--- src/cec_defines.svh ---
// Offsets, field positions and reset values of the comparator event block
// Behaviour
// - Debug pin enable resets to one; software clears it to free the pin.
// - With capture routing set, comparator output feeds timer capture channel zero.
// - With capture routing set, timer channel zero pin is disconnected externally.
// - Clock gate bit resets to one; clearing it stops the module clock.
// - In wait mode the comparator runs and its interrupt wakes the processor.
// - In stop3 an enabled comparator keeps evaluating compare events.
// - In stop3 the result still drives the output pin when enabled.
// - In stop3 an enabled compare event sets the flag and, with the interrupt enabled, exits stop.
// - Leaving stop through reset returns all state to reset values.
// - Stop2 powers the comparator down; afterwards its state is at reset.
// - In active background debug the comparator keeps operating normally.
// - With the debug pin function enabled, the result never reaches the pin.
// - Interrupt source selects rising, falling or both comparator edges.
// - Edge mode 00 falling, 01 rising, 10 falling, 11 both edges.
// - Event flag stays set until software writes one; zero leaves it.
// - Interrupt request is high exactly while interrupt enable, flag and the clock gate bit are all set and stop2 is off.
// - Result bit reads the live comparator result, zero while disabled.
`ifndef CEC_DEFINES_SVH
`define CEC_DEFINES_SVH

// ==========================================================
// Register map
`define CEC_ADDR_W 4
`define CEC_OFF_CTRL 4'h0
`define CEC_OFF_SYS 4'h4

// ==========================================================
// Control and status register fields
`define CEC_BIT_EN 7
`define CEC_BIT_BGS 6
`define CEC_BIT_FLAG 5
`define CEC_BIT_IE 4
`define CEC_BIT_RES 3
`define CEC_BIT_OPE 2
`define CEC_MODE_HI 1
`define CEC_MODE_LO 0
`define CEC_CTRL_RST 8'h00

// ==========================================================
// System options fields
`define CEC_BIT_DBGPE 0
`define CEC_BIT_ROUTE 1
`define CEC_BIT_GATE 2
`define CEC_DBGPE_RST 1'b1
`define CEC_ROUTE_RST 1'b0
`define CEC_GATE_RST 1'b1

// ==========================================================
// Edge modes and bus answers
`define CEC_MODE_FALL0 2'h0
`define CEC_MODE_RISE 2'h1
`define CEC_MODE_FALL1 2'h2
`define CEC_MODE_BOTH 2'h3
`define CEC_RESP_OKAY 2'h0
`define CEC_RESP_SLVERR 2'h2

`endif

--- src/cec_pkg.sv ---
// Types shared by the comparator event block
package cec_pkg;
  typedef logic [1:0] cec_edge_t;
  typedef logic [1:0] cec_resp_t;
endpackage : cec_pkg

--- src/cec_sync.sv ---
// Two-stage synchroniser for an asynchronous level
module cec_sync #(
  parameter int STAGES = 2
) (
  input wire logic aclk, // Clock
  input wire logic aresetn, // Synchronous reset, active low
  input wire logic d_async, // Asynchronous level
  output logic q_sync // Synchronised level
);
  logic [STAGES-1:0] chain_q;

  always_ff @(posedge aclk) begin
    if (!aresetn) begin
      chain_q <= '0;
    end else begin
      chain_q <= {chain_q[STAGES-2:0], d_async};
    end
  end

  assign q_sync = chain_q[STAGES-1];
endmodule : cec_sync

--- src/cec_top.sv ---
// Comparator event control with AXI4-Lite register slave
`include "cec_defines.svh"
module cec_top (
  input wire logic aclk, // Bus clock
  input wire logic aresetn, // Synchronous reset, active low
  // AXI4-Lite slave
  input wire logic [`CEC_ADDR_W-1:0] s_axi_awaddr, // Write address
  input wire logic s_axi_awvalid, // Write address valid
  output logic s_axi_awready, // Write address ready
  input wire logic [31:0] s_axi_wdata, // Write data
  input wire logic [3:0] s_axi_wstrb, // Write strobes
  input wire logic s_axi_wvalid, // Write data valid
  output logic s_axi_wready, // Write data ready
  output logic [1:0] s_axi_bresp, // Write response
  output logic s_axi_bvalid, // Write response valid
  input wire logic s_axi_bready, // Write response ready
  input wire logic [`CEC_ADDR_W-1:0] s_axi_araddr, // Read address
  input wire logic s_axi_arvalid, // Read address valid
  output logic s_axi_arready, // Read address ready
  output logic [31:0] s_axi_rdata, // Read data
  output logic [1:0] s_axi_rresp, // Read response
  output logic s_axi_rvalid, // Read data valid
  input wire logic s_axi_rready, // Read data ready
  // Analog side and chip modes
  input wire logic cmp_raw, // Raw comparator output, asynchronous
  input wire logic wait_mode, // Chip in wait mode
  input wire logic stop3_mode, // Chip in stop3 mode
  input wire logic stop2_mode, // Chip in stop2, module powered down
  input wire logic debug_halt, // CPU halted in background debug
  output logic analog_enable, // Powers the analog comparator
  output logic bandgap_select, // Bandgap as non-inverting input
  output logic module_clock_en, // Bus clock gate to the comparator
  // Pins and timer
  output logic comparator_output_pin_o, // Result onto the shared pin
  output logic comparator_output_pin_oe, // Drive enable of the shared pin
  output logic debug_pin_function, // Shared pin owned by debug
  input wire logic timer_ch0_pin_i, // Timer channel zero pin level
  input wire logic timer_ch0_out_i, // Timer channel zero drive value
  input wire logic timer_ch0_oe_i, // Timer channel zero drive enable
  output logic timer_ch0_pin_o, // Channel zero pin drive value
  output logic timer_ch0_pin_oe, // Channel zero pin drive enable
  output logic timer_capture_in, // Capture input of channel zero
  // Events
  output logic irq, // Interrupt request
  output logic wakeup // Wake request out of wait or stop
);
  // ==========================================================
  // Control state
  logic en_q;
  logic bgs_q;
  logic flag_q;
  logic ie_q;
  logic ope_q;
  cec_pkg::cec_edge_t mode_q;
  logic dbg_pe_q;
  logic route_q;
  logic gate_q;
  logic mod_rst;
  logic running;

  // Stop2 powers the module down, so its own state is held in reset
  assign mod_rst = !aresetn || stop2_mode;
  // Wait, stop3 and debug halt do not stop the comparator
  assign running = gate_q && !stop2_mode;

  // ==========================================================
  // Comparator result synchronisation and edge detection
  logic res_sync;
  logic res_prev_q;
  logic res_live;
  logic rise;
  logic fall;
  logic event_hit;

  cec_sync #(
    .STAGES(2)
  ) u_sync (
    .aclk(aclk),
    .aresetn(aresetn),
    .d_async(cmp_raw),
    .q_sync(res_sync)
  );

  // Previous value is tracked even while disabled, so enabling the
  // module never reports a stale edge
  always_ff @(posedge aclk) begin
    if (!aresetn) begin
      res_prev_q <= 1'b0;
    end else begin
      res_prev_q <= res_sync;
    end
  end

  assign res_live = res_sync && en_q && running;
  assign rise = res_sync && !res_prev_q;
  assign fall = !res_sync && res_prev_q;

  always_comb begin
    case (mode_q)
      `CEC_MODE_FALL0: event_hit = fall;
      `CEC_MODE_RISE: event_hit = rise;
      `CEC_MODE_FALL1: event_hit = fall;
      `CEC_MODE_BOTH: event_hit = rise || fall;
      default: event_hit = 1'b0;
    endcase
  end

  // ==========================================================
  // AXI4-Lite write channel
  logic aw_have_q;
  logic w_have_q;
  logic [`CEC_ADDR_W-1:0] aw_addr_q;
  logic [7:0] w_byte_q;
  logic w_lane0_q;
  logic bvalid_q;
  cec_pkg::cec_resp_t bresp_q;
  logic do_write;
  logic wr_ctrl;
  logic wr_sys;

  assign s_axi_awready = !aw_have_q && !bvalid_q;
  assign s_axi_wready = !w_have_q && !bvalid_q;
  assign do_write = aw_have_q && w_have_q && !bvalid_q;
  assign wr_ctrl = do_write && w_lane0_q && running &&
                   (aw_addr_q == `CEC_OFF_CTRL);
  assign wr_sys = do_write && w_lane0_q && (aw_addr_q == `CEC_OFF_SYS);

  always_ff @(posedge aclk) begin
    if (!aresetn) begin
      aw_have_q <= 1'b0;
      aw_addr_q <= '0;
    end else if (s_axi_awvalid && s_axi_awready) begin
      aw_have_q <= 1'b1;
      aw_addr_q <= s_axi_awaddr;
    end else if (do_write) begin
      aw_have_q <= 1'b0;
    end
  end

  always_ff @(posedge aclk) begin
    if (!aresetn) begin
      w_have_q <= 1'b0;
      w_byte_q <= 8'h00;
      w_lane0_q <= 1'b0;
    end else if (s_axi_wvalid && s_axi_wready) begin
      w_have_q <= 1'b1;
      w_byte_q <= s_axi_wdata[7:0];
      w_lane0_q <= s_axi_wstrb[0];
    end else if (do_write) begin
      w_have_q <= 1'b0;
    end
  end

  always_ff @(posedge aclk) begin
    if (!aresetn) begin
      bvalid_q <= 1'b0;
      bresp_q <= `CEC_RESP_OKAY;
    end else if (do_write) begin
      bvalid_q <= 1'b1;
      if (aw_addr_q == `CEC_OFF_CTRL || aw_addr_q == `CEC_OFF_SYS) begin
        bresp_q <= `CEC_RESP_OKAY;
      end else begin
        bresp_q <= `CEC_RESP_SLVERR;
      end
    end else if (s_axi_bready) begin
      bvalid_q <= 1'b0;
    end
  end

  assign s_axi_bvalid = bvalid_q;
  assign s_axi_bresp = bresp_q;

  // ==========================================================
  // Control and status register
  always_ff @(posedge aclk) begin
    if (mod_rst) begin
      en_q <= 1'b0;
      bgs_q <= 1'b0;
      ie_q <= 1'b0;
      ope_q <= 1'b0;
      mode_q <= `CEC_MODE_FALL0;
    end else if (wr_ctrl) begin
      en_q <= w_byte_q[`CEC_BIT_EN];
      // Bandgap use in low-power modes is policed by software
      bgs_q <= w_byte_q[`CEC_BIT_BGS];
      ie_q <= w_byte_q[`CEC_BIT_IE];
      ope_q <= w_byte_q[`CEC_BIT_OPE];
      mode_q <= w_byte_q[`CEC_MODE_HI:`CEC_MODE_LO];
    end
  end

  // An edge in the clearing cycle wins over the write of one
  always_ff @(posedge aclk) begin
    if (mod_rst) begin
      flag_q <= 1'b0;
    end else if (en_q && running && event_hit) begin
      flag_q <= 1'b1;
    end else if (wr_ctrl && w_byte_q[`CEC_BIT_FLAG]) begin
      flag_q <= 1'b0;
    end
  end

  // ==========================================================
  // System options: pin ownership, capture routing, clock gate
  // Not inside the comparator, so stop2 does not clear it
  always_ff @(posedge aclk) begin
    if (!aresetn) begin
      dbg_pe_q <= `CEC_DBGPE_RST;
      route_q <= `CEC_ROUTE_RST;
      gate_q <= `CEC_GATE_RST;
    end else if (wr_sys) begin
      dbg_pe_q <= w_byte_q[`CEC_BIT_DBGPE];
      route_q <= w_byte_q[`CEC_BIT_ROUTE];
      gate_q <= w_byte_q[`CEC_BIT_GATE];
    end
  end

  // ==========================================================
  // AXI4-Lite read channel
  logic rvalid_q;
  logic [7:0] rdata_q;
  cec_pkg::cec_resp_t rresp_q;
  logic [7:0] ctrl_view;
  logic [7:0] sys_view;

  // A gated module has no clock, so its register reads as zero
  always_comb begin
    ctrl_view = 8'h00;
    if (running) begin
      ctrl_view[`CEC_BIT_EN] = en_q;
      ctrl_view[`CEC_BIT_BGS] = bgs_q;
      ctrl_view[`CEC_BIT_FLAG] = flag_q;
      ctrl_view[`CEC_BIT_IE] = ie_q;
      ctrl_view[`CEC_BIT_RES] = res_live;
      ctrl_view[`CEC_BIT_OPE] = ope_q;
      ctrl_view[`CEC_MODE_HI:`CEC_MODE_LO] = mode_q;
    end
  end

  always_comb begin
    sys_view = 8'h00;
    sys_view[`CEC_BIT_DBGPE] = dbg_pe_q;
    sys_view[`CEC_BIT_ROUTE] = route_q;
    sys_view[`CEC_BIT_GATE] = gate_q;
  end

  assign s_axi_arready = !rvalid_q;

  always_ff @(posedge aclk) begin
    if (!aresetn) begin
      rvalid_q <= 1'b0;
      rdata_q <= 8'h00;
      rresp_q <= `CEC_RESP_OKAY;
    end else if (s_axi_arvalid && s_axi_arready) begin
      rvalid_q <= 1'b1;
      case (s_axi_araddr)
        `CEC_OFF_CTRL: begin
          rdata_q <= ctrl_view;
          rresp_q <= `CEC_RESP_OKAY;
        end
        `CEC_OFF_SYS: begin
          rdata_q <= sys_view;
          rresp_q <= `CEC_RESP_OKAY;
        end
        default: begin
          rdata_q <= 8'h00;
          rresp_q <= `CEC_RESP_SLVERR;
        end
      endcase
    end else if (s_axi_rready) begin
      rvalid_q <= 1'b0;
    end
  end

  assign s_axi_rvalid = rvalid_q;
  assign s_axi_rresp = rresp_q;
  assign s_axi_rdata = {24'h000000, rdata_q};

  // ==========================================================
  // Pins, timer routing, events
  logic pin_drive;

  assign analog_enable = en_q && running;
  assign bandgap_select = bgs_q && running;
  assign module_clock_en = gate_q;
  assign debug_pin_function = dbg_pe_q;

  // Pin drive ignores stop3, so the result stays visible there
  assign pin_drive = ope_q && en_q && running && !dbg_pe_q;
  assign comparator_output_pin_o = res_live && pin_drive;
  assign comparator_output_pin_oe = pin_drive;

  // Routing cuts the pin off whatever the timer asks for
  assign timer_capture_in = route_q ? res_live : timer_ch0_pin_i;
  assign timer_ch0_pin_oe = timer_ch0_oe_i && !route_q;
  assign timer_ch0_pin_o = timer_ch0_out_i && !route_q;

  assign irq = ie_q && flag_q && running;
  // Any pending request wakes the chip out of wait or stop3
  assign wakeup = irq && (wait_mode || stop3_mode);

endmodule : cec_top

--- config.mk ---
export PLATFORM = sky130hd
export DESIGN_NAME = cec_top
export DESIGN_NICKNAME = d
export VERILOG_FILES = /design/src/cec_pkg.sv /design/src/cec_sync.sv /design/src/cec_top.sv
export VERILOG_INCLUDE_DIRS = /design/src
export SDC_FILE = /design/constraint.sdc
export NUM_CORES = 1
export LEC_CHECK = 0
export ABC_AREA = 1
export BUFFER_PORTS_ARGS = -buffer_cell sky130_fd_sc_hd__buf_2
export CAP_MARGIN = 20
export CORE_MARGIN = 3
export CORE_UTILIZATION = 45
export CTS_BUF_LIST = sky130_fd_sc_hd__clkbuf_8
export DETAILED_ROUTE_END_ITERATION = 8
export PLACE_DENSITY_LB_ADDON = 0.05
export SYNTH_ARGS = -nofsm -noshare
export SYNTH_HDL_FRONTEND = slang
export SYNTH_HIERARCHICAL = 1
export SYNTH_SLANG_ARGS = --single-unit
--- constraint.sdc ---
create_clock -name aclk -period 2.62 [get_ports aclk]
set_clock_uncertainty 0.1 [all_clocks]
set_input_delay 0 -clock aclk [delete_from_list [all_inputs] [get_ports aclk]]
set_output_delay 0 -clock aclk [all_outputs]
set_load 0.02 [all_outputs]
==> impl_metrics.json, run 1 <==
{
  "status": "completed",
  "crit_cells": 6,
  "area_delta_synth_final_pct": 25.7,
  "netlist_instances": 263,
  "cp.arrival_ps": 1870,
  "gp_congestion": 0.766,
  "overflow": 0,
  "synthesis.area_um2": 1940,
  "p_leak_uw": 0.00124,
  "synth_top_family_by_area": "simple AND/OR/NAND/NOR gates",
  "slew_viol_final": 0,
  "fin_tns_setup_ps": 0,
  "root_buffer": "clkbuf_8",
  "maxCapViolCount": 0,
  "antenna_cells": 0,
  "insertion_delay_ps": 290,
  "path_max_fanout": 12,
  "topRoutingLayerUsed": "met4",
  "synth_edf_count": 0,
  "slowest_delay_ps": 550,
  "setup_viol": 0,
  "ys.flop_type": "dfxtp_1",
  "rsz0062_at_grt": "false",
  "max_freq_mhz": 577,
  "min_path_cells": 5,
  "power_density_nw_per_um2": 514,
  "syn_area_per_cell_um2": 7.39,
  "drc": 0,
  "post_cts_resize_count": 0,
  "core_area_um2": 4090,
  "reg2reg_slack_ps": 890,
  "critPathSlowestCell": "dlygate4sd3_1",
  "hpwl_um": 2990,
  "nets": 401,
  "multi_input_area_um2": 913,
  "viasPerCell": 4.35,
  "synthXorXnorAreaFrac_pct": 0,
  "vias": 1699,
  "initialDrtViolationCount": 118,
  "die-area_um2": 5140,
  "synth-seq-cells": 39,
  "fillerInstances": 397,
  "grt_max_degree": 24,
  "reg2reg_to": "rdata_q[5]$_SDFFE_PN0P_",
  "cts_tree": "built",
  "r2r-start": "s_axi_rvalid$_SDFFE_PN0P_",
  "layout_common_cells": "56 x nor2_1, 55 x buf_2, 39 x dfxtp_1, 35 x nand2_1",
  "antenna_found_initial": 0,
  "synth_mux_area_share_pct": 0,
  "yosysWarnings": 6,
  "critPathBufInv": 3,
  "initial_core_util_pct": 47.6,
  "ios": 111,
  "layout-drive-gt1-share_pct": 25.2,
  "critical_path_class": "register to register",
  "port_buffers": 55,
  "numCtsBuffers": 5,
  "period_share_pct": 66.2,
  "dp_slack_ps": 1160,
  "wl_met2_um": 1880,
  "place_inst": 362,
  "row_count": 23,
  "synth-compound-area-share_pct": 9.59,
  "grt_pass1_vias": 1396,
  "required_ps": 2760,
  "cts_buffer_depth": 2,
  "met3_length_um": 292,
  "path_clk_slew_ps": 80,
  "grt_pass1_wl_um": 6550,
  "async_reset_ff_share_pct": 0,
  "drt-pass1-iter-count": 4,
  "die_h_um": 71.7,
  "ant_nets": 0,
  "yosysUniqueCellTypes": 29,
  "ys_seq_area_share_pct": 40.2,
  "worst_slack_ps": 886,
  "period_minus_slack_ps": 1730,
  "crit_family": "buffers and inverters",
  "r2r_cells": 6,
  "synth-simple-area-share_pct": 31.1,
  "cp-end-kind": "register",
  "die_w_um": 71.7,
  "layout_commonest_cell": "nor2_1",
  "seqCellArea_um2": 781,
  "wl_met1_um": 1870,
  "cp-startpoint": "s_axi_rvalid$_SDFFE_PN0P_",
  "cts_num_sinks": 39,
  "hp-class": "input port to register",
  "avgRoutedWirePerCell_um": 10.4,
  "crit_path_start_kind": "register",
  "endpoint": "rdata_q[5]$_SDFFE_PN0P_",
  "ir_drop_v": 0.000337,
  "wirelength_um": 4070,
  "crit_path_cell_trace": "inv_2 > nand2_2 > inv_1 > nand3_1 > a21oi_1 > dlygate4sd3_1",
  "report.final.hold_viol_count": 0,
  "synthAdderAreaFrac_pct": 1.29,
  "fin_cells": 391,
  "track_usage_pct": 16.2,
  "htreeDepth": 2
}
where the power goes:
part           switching [uW]  internal (uW)  total, uW
combinational             142           78.8        221
sequential               21.4            623        644
clock                     207            182        389
worst reg2reg max path: cells and delay by family, from the launching register on:
family / cells / cell delay [ps]
flip-flops: 1 / 320
buffers and inverters: 3 / 910
AND/OR/NAND/NOR: 2 / 220
AO/OA/AOI/OAI: 1 / 130
cells in the mapped netlist, types with 2 or more instances:
cell      instances  share of area (%)
inv_2             5               0.97
nor2_4            4                2.3
dfxtp_1          39                 40
o21a_1            2               0.77
inv_1            26                5.0
a21oi_1          11                2.8
nor2_2            2               0.64
nand2_4           2                1.2
o21ai_1           3               0.77
nand2_1          35                6.8
nand3_1          12                3.1
clkbuf_1          2               0.39
o21ai_0          17                4.4
nor2_1           56                 11
buf_4            27                 10
ha_1              2                1.3
nor3_1            2               0.52
nand2_2           5                1.6
registers in the layout, summed over array words and instances (netlist names):
register / count
w_have_q: 1
flag_q: 1
aw_have_q: 1
aw_addr_q: 4
bgs_q: 1
s_axi_bvalid: 1
s_axi_bresp: 1
res_prev_q: 1
mode_q: 2
w_lane0_q: 1
u_sync/chain_q: 2
rdata_q: 8
debug_pin_function: 1
route_q: 1
en_q: 1
ope_q: 1
s_axi_rresp: 1
s_axi_rvalid: 1
module_clock_en: 1
ie_q: 1
w_byte_q: 7
timing repair:
| item | in CTS | in global routing |
|---|---|---|
| endpoints found under the hold margin | 29 | 0 |
| hold buffers | 21 | 0 |
| setup buffers | 0 | 0 |
through the flow:
step	utilization, %	hold WS (ps)	total power (uW)	area (um^2)
2_1_floorplan	-	-6.55	834	2040
5_1_grt	59.8	39.8	1320	2440
3_5_place_dp	52.6	94.6	857	2150
4_1_cts	59.8	17.0	1270	2440
6_report	59.8	18.5	1250	2440
3_3_place_gp	52.6	93.4	856	2150
logic make-up (layout without fill, tap and decap cells):
logic type	Yosys count	in the layout
AOI/OAI and AO/OA	35	35
and+or+nand+nor	124	124
DFF	39	39
buffers and inverters	62	115
other	1	26
adders and majority gates	2	2
worst min-delay path by stage:
stage	start	to	slack, ps
floorplan	cmp_raw	u_sync/chain_q[0]$_SDFF_PN0_	-7
global placement	cmp_raw	u_sync/chain_q[0]$_SDFF_PN0_	90
detailed placement	cmp_raw	u_sync/chain_q[0]$_SDFF_PN0_	90
CTS	s_axi_araddr[1]	s_axi_rresp[1]$_SDFFE_PN0P_	20
global route	s_axi_araddr[1]	s_axi_rresp[1]$_SDFFE_PN0P_	40
finish	s_axi_araddr[1]	s_axi_rresp[1]$_SDFFE_PN0P_	20
layout make-up:
cell class              count  area share [%]
multi-input cells         187            37.4
flip-flops and latches     39            32.0
repair buffers             76            19.9
inverters                  31            4.76
clock buffers               5            2.82
well taps                  50            2.56
clock inverters             3           0.615
routing by layer:
metal	global-route usage [%]	vias up
met1	21.2	715
met4	4.38	0
met2	25.5	54
li1	-	926
met3	5.33	4
met5	0	-
No activity file was read; power rests on OpenSTA's default activity.
==> run 2, diff against run 1 <==
==> constraint.sdc (replaced) <==
create_clock -name aclk -period 1.6 [get_ports aclk]
set_clock_uncertainty 0.1 [all_clocks]
set_input_delay 0 -clock aclk [delete_from_list [all_inputs] [get_ports aclk]]
set_output_delay 0 -clock aclk [all_outputs]
set_load 0.02 [all_outputs]
==> run 2 against run 1 <==
Net effect:
- largest power group unchanged
- die area unchanged
- sequential share of layout area is 0.72 points lower
- critical path type is now input port to output port
- first-iteration DRC count down 49%
- final area rose by 2.5%
- clock power up 150%
- cell count increased by 0.26%
- core utilization up 1.5 points
==> impl_metrics.json, run 2 (synthesis results as in run 1) <==
{
  "largest_reg_flops": 8,
  "setup_viol": 0,
  "status": "completed",
  "required_ps": 1500,
  "drc": 0,
  "overflow": 0,
  "numCtsBuffers": 5,
  "path_clk_slew_ps": 70,
  "vias": 1748,
  "ant_nets": 0,
  "top_register": "rdata_q",
  "die_w_um": 71.7,
  "cts_num_sinks": 39,
  "root_buffer": "clkbuf_8",
  "ios": 111,
  "worst_slack_ps": 63.7,
  "htreeDepth": 2,
  "area_delta_synth_final_pct": 28.8,
  "hpwl_um": 3090,
  "r2r_cells": 5,
  "top_regs": "rdata_q: 8 flops, w_byte_q: 7 flops, aw_addr_q: 4 flops",
  "dp_slack_ps": 237,
  "antenna_found_initial": 0,
  "initialDrtViolationCount": 60,
  "gp_congestion": 0.780,
  "cts_tree": "built",
  "rsz0062_at_grt": "false",
  "avgRoutedWirePerCell_um": 10.7,
  "period_share_pct": 96.0,
  "cts_setup_buffers": 0,
  "grt_pass1_wl_um": 6570,
  "viasPerCell": 4.46,
  "port_buffers": 55,
  "hp-class": "input port to register",
  "max_freq_mhz": 651,
  "row_count": 23,
  "path_max_fanout": 7,
  "period_minus_slack_ps": 1540,
  "layout_commonest_cell": "nor2_1",
  "ir_drop_v": 0.000795,
  "insertion_delay_ps": 290,
  "min_path_cells": 5,
  "slew_viol_final": 0,
  "die-area_um2": 5140,
  "cp-end-kind": "output port",
  "grt_max_degree": 23,
  "track_usage_pct": 16.3,
  "drt-pass1-iter-count": 4,
  "grt_pass1_vias": 1459,
  "layout_common_cells": "56 x nor2_1, 54 x buf_2, 38 x dfxtp_1, 35 x nand2_1, 27 x inv_1",
  "crit_path_start_kind": "input port",
  "wirelength_um": 4200,
  "p_leak_uw": 0.00126,
  "power_density_nw_per_um2": 953,
  "fin_tns_setup_ps": 0,
  "maxCapViolCount": 0,
  "core_area_um2": 4090,
  "die_h_um": 71.7,
  "critical_path_class": "input port to output port",
  "initial_core_util_pct": 47.6,
  "cts_buffer_depth": 2,
  "layout-drive-gt1-share_pct": 26.0,
  "cp.arrival_ps": 1440,
  "report.final.hold_viol_count": 0,
  "nets": 402,
  "antenna_cells": 0
}
==> run 2: cell types whose count changed in the layout (fill, tap and decap cells not counted), moves of 2 or more <==
cell           previous run  this run
buf_4                     0         4
bufinv_16                 0         2
clkinv_2                  3         0
dlygate4sd3_1            21        19
==> run 2: final cells by class <==
cell class / instances / area, um^2
Fill cell: 399 / 1580
Timing Repair Buffer: 77 / 490
Inverter: 31 / 116
Clock buffer: 5 / 68.8
Multi-Input combinational cell: 187 / 918
Tap cell: 50 / 62.6
Clock inverter: 3 / 63.8
Sequential cell: 39 / 782
==> run 2: path summary, 6_finish.rpt <==
kind	slack [ps]	start	to
hold reg to reg	340	u_sync/chain_q[0]$_SDFF_PN0_	u_sync/chain_q[1]$_SDFF_PN0_
hold / removal	20	s_axi_araddr[1]	s_axi_rresp[1]$_SDFFE_PN0P_
setup / recovery	60	stop2_mode	wakeup
setup reg to reg	230	u_sync/chain_q[1]$_SDFF_PN0_	flag_q$_SDFFE_PP0P_
==> run 2: stage by stage <==
| step | util [%] | power, uW | instance area [um^2] | hold slack (ps) | std cells |
|---|---|---|---|---|---|
| detailed placement | 53.1 | 1410 | 2170 | 92.5 | 365 |
| global route | 61.2 | 2490 | 2500 | 54.8 | 392 |
| finish | 61.2 | 2380 | 2500 | 21.4 | 392 |
| CTS | 61.0 | 2400 | 2490 | 21.2 | 392 |
| floorplan | - | 1370 | 2040 | -6.55 | 288 |
| global placement | 53.1 | 1410 | 2170 | 93.4 | 365 |
==> run 2: critical path, cell delays in order <==
cell and delay [ps]:
dlygate4sd3_1 530, buf_2 140, inv_1 80, nand2_4 80
inv_2 100, nand2_1 70, nor2_1 150, o21a_1 140
buf_2 150
==> run 2: metal layers <==
metal | GRT usage (%) | vias to the layer above | wire [um]
met5 | 0 | - | 0
met4 | 5.01 | 0 | 22
met3 | 4.91 | 2 | 289
met2 | 27.8 | 60 | 2030
met1 | 19.8 | 762 | 1870
li1 | - | 924 | -
==> run 2: power by group <==
group / leakage [uW] / internal (uW) / switching (uW) / total (uW)
Sequential: 0.000319 / 1020 / 34.2 / 1050
Clock: 0.0000695 / 617 / 340 / 957
Combinational: 0.000873 / 135 / 239 / 373
==> run 2: timing repair <==
| action | 4_1_cts | 5_1_grt |
|---|---|---|
| endpoints found under the setup margin | 0 | 4 |
| hold buffers | 19 | 0 |
| endpoints found under the hold margin | 27 | 0 |
| resized for setup | 0 | 3 |
